===== config.mk =====
export PLATFORM = sky130hd
export DESIGN_NAME = itw_timer
export DESIGN_NICKNAME = d
export VERILOG_FILES = /design/src/design/itw_pkg.sv /design/src/design/itw_sync3.sv /design/src/design/itw_timer.sv
export VERILOG_INCLUDE_DIRS = /design/src /design/src/design
export SDC_FILE = /design/constraint.sdc
export NUM_CORES = 1
export LEC_CHECK = 0
export BUFFER_PORTS_ARGS = -buffer_cell sky130_fd_sc_hd__buf_2
export CORE_AREA = 2 2 82 84
export DETAILED_ROUTE_END_ITERATION = 6
export DIE_AREA = 0 0 84 86
export GPL_TIMING_DRIVEN = 0
export SKIP_CTS_REPAIR_TIMING = 1
export SLEW_MARGIN = 20
export SYNTH_ARGS = -nofsm -noshare
export SYNTH_HDL_FRONTEND = slang
export SYNTH_SLANG_ARGS = --single-unit

===== constraint.sdc =====
create_clock -name clk_i -period 2.2 [get_ports clk_i]
set_input_delay 0.33 -clock clk_i [delete_from_list [all_inputs] [get_ports clk_i]]
set_output_delay 0.33 -clock clk_i [all_outputs]
set_load 0.005 [all_outputs]

===== src/design/itw_cfg.svh =====
// register map, field positions, reset values and sizes of the interval timer
`ifndef ITW_CFG_SVH
`define ITW_CFG_SVH

// ----------------------------------------------------------------------------
// register offsets
// ----------------------------------------------------------------------------
`define ITW_ADDR_CTRL_ONE 4'h8
`define ITW_ADDR_WD_CLEAR 4'h9
`define ITW_ADDR_WD_CTRL 4'ha
`define ITW_ADDR_CTRL_TWO 4'hc
`define ITW_ADDR_IRQ_STATUS 4'hd
`define ITW_ADDR_IRQ_MASK 4'he

// ----------------------------------------------------------------------------
// field positions
// ----------------------------------------------------------------------------
`define ITW_C1_RESTART 3
`define ITW_C2_BYPASS 3
`define ITW_C2_CLKSEL 2
`define ITW_C2_IRQMASK 0
`define ITW_WD_LOCK_N 3
`define ITW_WD_STOP 2
`define ITW_EVT_PERIOD 0
`define ITW_EVT_WDCLR 1

// ----------------------------------------------------------------------------
// reset values
// ----------------------------------------------------------------------------
`define ITW_RST_CTRL_ONE 4'hf
`define ITW_RST_CTRL_TWO 4'hd
`define ITW_RST_WD_CTRL 4'hf
`define ITW_RST_IRQ_MASK 2'h3

// ----------------------------------------------------------------------------
// sizes and counts
// ----------------------------------------------------------------------------
`define ITW_DIV_STAGES 14
`define ITW_SUB_PRESCALE 16
`define ITW_WD_BITS 3
`define ITW_EVT_BITS 2

`endif


===== src/design/itw_pkg.sv =====
// types shared by the interval timer files
package itw_pkg;

    typedef logic [3:0] itw_nib_t;

    typedef enum logic [1:0] {
        ITW_WD_OFF,
        ITW_WD_RUN,
        ITW_WD_LOCKED
    } itw_wd_mode_t;

endpackage


===== src/design/itw_sync3.sv =====
// three flip-flop pin synchroniser, output follows once stages two and three agree
`timescale 1ns/100ps

module itw_sync3 (
    input wire logic clk_i,
    input wire logic nrst_i,
    input wire logic pin_i,
    output logic level_o
);
    logic ff1_r;
    logic ff2_r;
    logic ff3_r;
    logic level_r;
    logic level_nxt;

    always_comb begin
        level_nxt = level_r;
        if (ff2_r == ff3_r) begin
            level_nxt = ff3_r;
        end
    end

    always_ff @(posedge clk_i or negedge nrst_i) begin
        if (!nrst_i) begin
            ff1_r <= 1'b0;
            ff2_r <= 1'b0;
            ff3_r <= 1'b0;
            level_r <= 1'b0;
        end else begin
            ff1_r <= pin_i;
            ff2_r <= ff1_r;
            ff3_r <= ff2_r;
            level_r <= level_nxt;
        end
    end

    assign level_o = level_r;

endmodule


===== src/design/itw_timer.sv =====
// interval timer with watchdog, register port and interrupt
//
// Notes on behaviour
// - fourteen-stage divider, sub or core clock
// - selected divider tap serves as prescaler clock
// - output synchronised; held low in sleep
// - divider and interrupt keep running in sleep
// - divider runs by itself after reset
// - restart bit restarts divider if watchdog idle
// - select codes give 2..16384 division ratios
// - managed sub clock is divided by sixteen
// - bypass one uses tap, zero sub clock
// - clock select one sub, zero core clock
// - interrupt mask one blocks, zero passes
// - three-bit watchdog counter overflow resets system
// - reading clear register zeroes watchdog counter
// - unlocked: stop bit switches watchdog freely
// - lock cleared keeps watchdog on until reset
// - stop bit one stops, zero runs
// - interval codes give 512..131072 clock periods
`timescale 1ns/100ps
`include "itw_cfg.svh"

module itw_timer #(
    parameter int DIV_STAGES = `ITW_DIV_STAGES,
    parameter int WD_BITS = `ITW_WD_BITS
) (
    input wire logic clk_i,
    input wire logic nrst_i,
    input wire logic [3:0] addr_i,
    input wire itw_pkg::itw_nib_t wdata_i,
    input wire logic wr_i,
    input wire logic rd_i,
    output itw_pkg::itw_nib_t rdata_o,
    input wire logic sub_clock_i,
    input wire logic subclk_from_cm_i,
    input wire logic sleep_i,
    output logic interval_output_o,
    output logic prescale_tick_o,
    output logic watchdog_reset_o,
    output logic irq_o
);
    import itw_pkg::*;

    // ------------------------------------------------------------------------
    // tap decoding
    // ------------------------------------------------------------------------
    function automatic logic [3:0] div_tap(input logic [2:0] sel);
        logic [3:0] idx;
        idx = 4'h0;
        case (sel)
            3'h0: idx = 4'h0;
            3'h1: idx = 4'h1;
            3'h2: idx = 4'h2;
            3'h3: idx = 4'h3;
            3'h4: idx = 4'h4;
            3'h5: idx = 4'h7;
            3'h6: idx = 4'ha;
            default: idx = 4'hd;
        endcase
        return idx;
    endfunction

    // one watchdog count per tap period, eight counts give the reset delay
    function automatic logic [3:0] wd_tap(input logic [1:0] sel);
        logic [3:0] idx;
        idx = 4'h0;
        case (sel)
            2'h0: idx = 4'h5;
            2'h1: idx = 4'h7;
            2'h2: idx = 4'ha;
            default: idx = 4'hd;
        endcase
        return idx;
    endfunction

    // ------------------------------------------------------------------------
    // declarations
    // ------------------------------------------------------------------------
    itw_nib_t ctrl_one_r, ctrl_one_nxt;
    itw_nib_t ctrl_two_r, ctrl_two_nxt;
    itw_nib_t wd_ctrl_r, wd_ctrl_nxt;
    itw_nib_t rdata_r, rdata_nxt;
    logic [`ITW_EVT_BITS-1:0] status_r, status_nxt;
    logic [`ITW_EVT_BITS-1:0] mask_r, mask_nxt;
    logic [DIV_STAGES-1:0] div_r, div_nxt;
    logic [3:0] pre16_r, pre16_nxt;
    logic sub_prev_r, sub_prev_nxt;
    logic tap_prev_r, tap_prev_nxt;
    logic wdtap_prev_r, wdtap_prev_nxt;
    logic out_r, out_nxt;
    logic tick_r, tick_nxt;
    logic [WD_BITS-1:0] wd_cnt_r, wd_cnt_nxt;
    logic wd_rst_r, wd_rst_nxt;
    logic irq_r, irq_nxt;
    itw_wd_mode_t wd_mode_r, wd_mode_nxt;
    logic sub_lvl;
    logic sub_edge;
    logic sub_src_tick;
    logic sub_src_lvl;
    logic div_tick;
    logic tap_now;
    logic wdtap_now;
    logic period_evt;
    logic wd_evt;
    logic restart;
    logic wr_c1, wr_c2, wr_wd, wr_st, wr_mk;
    logic rd_clr;

    // ------------------------------------------------------------------------
    // sub clock pin and source selection
    // ------------------------------------------------------------------------
    itw_sync3 u_sub_sync (
        .clk_i(clk_i),
        .nrst_i(nrst_i),
        .pin_i(sub_clock_i),
        .level_o(sub_lvl)
    );

    assign sub_edge = sub_lvl & ~sub_prev_r;
    assign sub_src_tick = subclk_from_cm_i ? (sub_edge && pre16_r == 4'hf) : sub_edge;
    assign sub_src_lvl = subclk_from_cm_i ? pre16_r[3] : sub_lvl;
    assign div_tick = ctrl_two_r[`ITW_C2_CLKSEL] ? sub_src_tick : 1'b1;

    // ------------------------------------------------------------------------
    // register port decode
    // ------------------------------------------------------------------------
    always_comb begin
        wr_c1 = 1'b0;
        wr_c2 = 1'b0;
        wr_wd = 1'b0;
        wr_st = 1'b0;
        wr_mk = 1'b0;
        rd_clr = 1'b0;
        rdata_nxt = 4'h0;
        if (addr_i == `ITW_ADDR_CTRL_ONE) begin
            wr_c1 = wr_i;
            rdata_nxt = ctrl_one_r;
        end else if (addr_i == `ITW_ADDR_WD_CLEAR) begin
            rd_clr = rd_i;
        end else if (addr_i == `ITW_ADDR_WD_CTRL) begin
            wr_wd = wr_i;
            rdata_nxt = wd_ctrl_r;
        end else if (addr_i == `ITW_ADDR_CTRL_TWO) begin
            wr_c2 = wr_i;
            rdata_nxt = ctrl_two_r;
        end else if (addr_i == `ITW_ADDR_IRQ_STATUS) begin
            wr_st = wr_i;
            rdata_nxt = {2'h0, status_r};
        end else if (addr_i == `ITW_ADDR_IRQ_MASK) begin
            wr_mk = wr_i;
            rdata_nxt = {2'h0, mask_r};
        end
        if (!rd_i) begin
            rdata_nxt = 4'h0;
        end
    end

    // ------------------------------------------------------------------------
    // control registers
    // ------------------------------------------------------------------------
    assign restart = wr_c1 && wdata_i[`ITW_C1_RESTART] && wd_mode_r == ITW_WD_OFF;

    always_comb begin
        ctrl_one_nxt = wr_c1 ? wdata_i : ctrl_one_r;
        ctrl_two_nxt = wr_c2 ? (wdata_i & 4'hd) : ctrl_two_r;
        wd_ctrl_nxt = wd_ctrl_r;
        if (wr_wd) begin
            wd_ctrl_nxt = wdata_i;
            if (wd_mode_r == ITW_WD_LOCKED) begin
                wd_ctrl_nxt[`ITW_WD_LOCK_N] = 1'b0;
                wd_ctrl_nxt[`ITW_WD_STOP] = wd_ctrl_r[`ITW_WD_STOP];
            end
        end
        mask_nxt = wr_mk ? wdata_i[`ITW_EVT_BITS-1:0] : mask_r;
    end

    // ------------------------------------------------------------------------
    // divider and synchronised output
    // ------------------------------------------------------------------------
    assign tap_now = div_r[div_tap(ctrl_one_r[2:0])];
    assign wdtap_now = div_r[wd_tap(wd_ctrl_r[1:0])];
    assign period_evt = tap_prev_r & ~tap_now;
    assign wd_evt = wdtap_prev_r & ~wdtap_now;

    always_comb begin
        sub_prev_nxt = sub_lvl;
        pre16_nxt = pre16_r;
        if (sub_edge && subclk_from_cm_i) begin
            pre16_nxt = pre16_r + 4'h1;
        end
        // the divider never looks at sleep, so interrupts carry on
        div_nxt = div_r;
        if (restart) begin
            div_nxt = '0;
        end else if (div_tick) begin
            div_nxt = div_r + {{(DIV_STAGES-1){1'b0}}, 1'b1};
        end
        tap_prev_nxt = restart ? 1'b0 : tap_now;
        wdtap_prev_nxt = restart ? 1'b0 : wdtap_now;
        out_nxt = ctrl_two_r[`ITW_C2_BYPASS] ? tap_now : sub_src_lvl;
        if (sleep_i) begin
            out_nxt = 1'b0;
        end
        tick_nxt = period_evt;
    end

    // ------------------------------------------------------------------------
    // watchdog
    // ------------------------------------------------------------------------
    always_comb begin
        wd_mode_nxt = wd_mode_r;
        case (wd_mode_r)
            ITW_WD_OFF, ITW_WD_RUN: begin
                if (wr_wd && !wdata_i[`ITW_WD_LOCK_N]) begin
                    wd_mode_nxt = ITW_WD_LOCKED;
                end else if (wr_wd) begin
                    wd_mode_nxt = wdata_i[`ITW_WD_STOP] ? ITW_WD_OFF : ITW_WD_RUN;
                end
            end
            default: begin
                wd_mode_nxt = ITW_WD_LOCKED;
            end
        endcase
        wd_cnt_nxt = wd_cnt_r;
        wd_rst_nxt = 1'b0;
        if (wd_mode_r == ITW_WD_OFF || rd_clr) begin
            wd_cnt_nxt = '0;
        end else if (wd_evt) begin
            wd_cnt_nxt = wd_cnt_r + {{(WD_BITS-1){1'b0}}, 1'b1};
            wd_rst_nxt = &wd_cnt_r;
        end
    end

    // ------------------------------------------------------------------------
    // interrupt status and mask
    // ------------------------------------------------------------------------
    always_comb begin
        status_nxt = status_r;
        if (wr_st) begin
            status_nxt = status_r & ~wdata_i[`ITW_EVT_BITS-1:0];
        end
        // a new event beats a clear in the same cycle
        status_nxt[`ITW_EVT_PERIOD] = status_nxt[`ITW_EVT_PERIOD] | period_evt;
        status_nxt[`ITW_EVT_WDCLR] = status_nxt[`ITW_EVT_WDCLR] | rd_clr;
        irq_nxt = (status_nxt[`ITW_EVT_PERIOD] && !mask_nxt[`ITW_EVT_PERIOD]
                   && !ctrl_two_nxt[`ITW_C2_IRQMASK])
                  || (status_nxt[`ITW_EVT_WDCLR] && !mask_nxt[`ITW_EVT_WDCLR]);
    end

    // ------------------------------------------------------------------------
    // state registers
    // ------------------------------------------------------------------------
    always_ff @(posedge clk_i or negedge nrst_i) begin
        if (!nrst_i) begin
            ctrl_one_r <= `ITW_RST_CTRL_ONE;
            ctrl_two_r <= `ITW_RST_CTRL_TWO;
            wd_ctrl_r <= `ITW_RST_WD_CTRL;
            mask_r <= `ITW_RST_IRQ_MASK;
            status_r <= '0;
            rdata_r <= 4'h0;
            div_r <= '0;
            pre16_r <= 4'h0;
            sub_prev_r <= 1'b0;
            tap_prev_r <= 1'b0;
            wdtap_prev_r <= 1'b0;
            out_r <= 1'b0;
            tick_r <= 1'b0;
            wd_cnt_r <= '0;
            wd_rst_r <= 1'b0;
            irq_r <= 1'b0;
            wd_mode_r <= ITW_WD_OFF;
        end else begin
            ctrl_one_r <= ctrl_one_nxt;
            ctrl_two_r <= ctrl_two_nxt;
            wd_ctrl_r <= wd_ctrl_nxt;
            mask_r <= mask_nxt;
            status_r <= status_nxt;
            rdata_r <= rdata_nxt;
            div_r <= div_nxt;
            pre16_r <= pre16_nxt;
            sub_prev_r <= sub_prev_nxt;
            tap_prev_r <= tap_prev_nxt;
            wdtap_prev_r <= wdtap_prev_nxt;
            out_r <= out_nxt;
            tick_r <= tick_nxt;
            wd_cnt_r <= wd_cnt_nxt;
            wd_rst_r <= wd_rst_nxt;
            irq_r <= irq_nxt;
            wd_mode_r <= wd_mode_nxt;
        end
    end

    assign rdata_o = rdata_r;
    assign interval_output_o = out_r;
    assign prescale_tick_o = tick_r;
    assign watchdog_reset_o = wd_rst_r;
    assign irq_o = irq_r;
endmodule


==> metrics.yaml <==
floorplan:
  coreArea_mm2: 0.006277
  ios: 23
  die_area_mm2: 0.007224
  initial_core_util_pct: 45.27
  row_count: 29
  die_w_um: 84
  die_y_um: 86
synth:
  synthesis.area_mm2: 0.002841
  yosys_most_used_dff: "dfrtp_1"
  synth_fp_nets: 293
  ys_async_sr_fraction_pct: 100.0
  ys_seq_area_share_pct: 47.25
  yosysWarnings: 0
  synth_seq_cells: 53
  syn_inst: 271
  synth.avg_cell_area_um2: 10.49
  synth_edf_count: 0
  synth_cell_types: 49
routing:
  drt_iter0_drc: 101
  num_vias: 2075
  routed_wl_um: 5820
  drc: 0
  avgViaCountPerCell: 5.504
  ant_nets: 0
  drtPass1Iterations: 4
  wl_per_cell_um: 15.44
cts:
  max-clock-path-buffers: 2
  cts.sinks: 53
  tritoncts: "built"
  numCtsBuffers: 5
  clk-insertion-delay-late_ns: 0.32
  clkTransAtPathRegs_ns: 0.11
  clock_tree.htree_level_count: 2
  root_buffer: "clkbuf_8"
worst_hold_path:
  hold_path.class: "input port to asynchronous set/reset pin"
placement:
  place.gp.congestion: 0.8028
  place_inst: 368
  hpwl_um: 4123
  port-buffer-count: 20
final_layout:
  nNetsFinal: 321
  synthToLayoutAreaGrowth_pct: 10.92
  drive_above_1_share_pct: 24.00
  layoutNonFillerInstCount: 377
  n_antenna_cell: 0
sta:
  final_hold_viol_count: 0
  slew_headroom_pct: 55.13
  min_period_over_period_pct: 93.76
  final-setup-viol-count: 0
  holdWs_ns: 0.02755
  fmax_mhz: 484.8
  rsz0062_at_grt: "false"
  period_needed_ns: 2.063
  finClkSkew_ns: 0.01268
  worstMarginPinSlew_ns: 0.6730
  slew_viol_final: 0
global_route:
  grt_pass1_vias: 2053
  antenna_found_initial: 0
  grt_pass1_wl_um: 10140
  met2_usage_pct: 28.00
  grt_use_total_pct: 17.64
  grtUsageMet1_pct: 24.82
  overflow: 0
  grt_start_max_net_pins: 54
  grt.busiest_layer: "met2"
  globalRouteMet3Util_pct: 3.561
worst_setup_path:
  r2r_cells: 7
  r2r_start: "wd_ctrl_r[0]"
  path_cells: "inv_1 -> ha_1 -> or3b_2 -> o22ai_1 -> nor3b_2 -> buf_4 -> and3_1"
  cp_max_fo: 4
  worst_path_max_delay_cell: "dfstp_2"
  startpoint: "wd_ctrl_r[0]"
  worstSetupPathType: "flip-flop to flip-flop"
  reg2reg_slack_ns: 0.14
  worst-endpoint-required_ns: 2.41
  critPathLaunchType: "flip-flop"
  worst-endpoint-arrival_ns: 2.27
  slowest_delay_ns: 0.58
  endpoint_kind: "flip-flop"
power:
  vdd_drop_max_mv: 0.5012
  leakage_nw: 1.389
  powerDensity_mw_per_mm2: 1002
run:
  drv_cap: 0
run_status:
  status: "complete, no violations"
[cells in the mapped netlist, drive strengths merged, types with 5 or more instances]
library cell / number / area share [%]
a211oi: 7 / 1.8
nand2: 34 / 4.5
nand4: 6 / 1.5
dfrtp: 40 / 35
buf: 7 / 1.5
nor2b: 6 / 1.4
nor2: 7 / 0.92
mux2: 14 / 5.5
ha: 7 / 3.1
dfstp: 13 / 12
o21ai: 9 / 1.6
a21oi: 12 / 2.1
nand2b: 16 / 3.5
mux2i: 20 / 7.0
and2: 5 / 1.1
and3: 6 / 1.3
nand3: 10 / 1.8
[path summary, 6_finish.rpt]
check | end
setup / recovery | watchdog_reset_o
hold / removal | div_r[5]
setup reg to reg | watchdog_reset_o
hold reg to reg | u_sub_sync.ff2_r
max in group asynchronous | rdata_o[3]
min in group clk_i | u_sub_sync.ff1_r
[critical path, delay by kind of cell, from the launching register on]
kind	cells	cell delay, ns
buffers and inverters	2	0.23
flip-flops	1	0.58
AND/OR/NAND/NOR	3	0.70
AO/OA/AOI/OAI	1	0.24
adder cells (fa/ha/maj)	1	0.21
[metal layers]
| layer | up-vias | part of all wire [%] | wire [um] |
|---|---|---|---|
| met2 | 30 | 46 | 2693 |
| met5 | - | 0 | 0 |
| met4 | 0 | 1.2 | 68 |
| met3 | 6 | 2.8 | 163 |
| met1 | 1012 | 50 | 2895 |
| li1 | 1027 | - | - |
[state kept, by name (all words and copies together) (netlist names), 3 cells and up]
name and count:
div_r 14, ctrl_one_r 4, pre16_r 4, rdata_o 4, wd_ctrl_r 4, ctrl_two_r 3, wd_cnt_r 3
[power by group]
part           total, mW  leakage, nW  internal, mW  switching (mW)
logic              0.980        0.713         0.507           0.473
registers           1.58        0.625          1.30           0.283
clock network      0.596       0.0506         0.239           0.357
[metrics by stage]
step	cell area (um^2)	setup TNS, ns	power (mW)	setup WS, ns	util [%]
6_report	3152	0	3.158	0.1372	50.21
4_1_cts	3138	-0.4752	3.171	-0.1312	49.99
3_3_place_gp	3038	-0.2946	2.537	-0.07868	48.40
5_1_grt	3152	0	3.425	0.06092	50.21
2_1_floorplan	2841	0	2.270	0.2223	-
3_5_place_dp	3040	-0.3479	2.562	-0.1042	48.44
[cells by family (layout without fill, tap and decap cells)]
| logic type | Yosys count | after routing | synth area share (%) |
|---|---|---|---|
| AO/OA/AOI/OAI | 47 | 47 | 10.79 |
| multiplexers | 34 | 34 | 12.59 |
| buffers and inverters | 14 | 43 | 2.378 |
| adder cells (fa/ha/maj) | 8 | 8 | 3.434 |
| XOR/XNOR | 3 | 3 | 0.9249 |
| AND/OR/NAND/NOR | 112 | 112 | 22.63 |
| flip-flops | 53 | 53 | 47.25 |
[layout by cell type (no fill, tap or decap), types with 3 or more instances in the layout]
cell type / netlist / final
a211oi_1: 7 / 7
a21boi_0: 3 / 3
a21oi_1: 12 / 12
and2_1: 4 / 4
and3_1: 6 / 6
and4_1: 3 / 3
buf_2: 6 / 25
clkbuf_8: 0 / 5
dfrtp_1: 40 / 40
dfstp_2: 13 / 13
ha_1: 7 / 7
inv_1: 4 / 4
mux2_2: 14 / 14
mux2i_1: 20 / 20
nand2_1: 34 / 34
nand2b_1: 16 / 16
nand3_1: 10 / 10
nand4_1: 5 / 5
nor2_1: 7 / 7
nor2b_1: 5 / 5
nor3_1: 3 / 3
nor3b_1: 4 / 3
o21a_1: 4 / 4
o21ai_0: 9 / 8
or3_1: 3 / 3
[layout make-up]
class | instances | area [um^2]
flip-flops and latches | 53 | 1343
clock buffers | 5 | 68.82
clock inverters | 3 | 28.78
repair buffers | 21 | 110.1
inverters | 4 | 15.01
multi-input cells | 204 | 1436
well taps | 77 | 96.34
fillers | 610 | 3126
plain buffers | 10 | 53.80
Note: power is estimated with default switching activity, not from simulation.
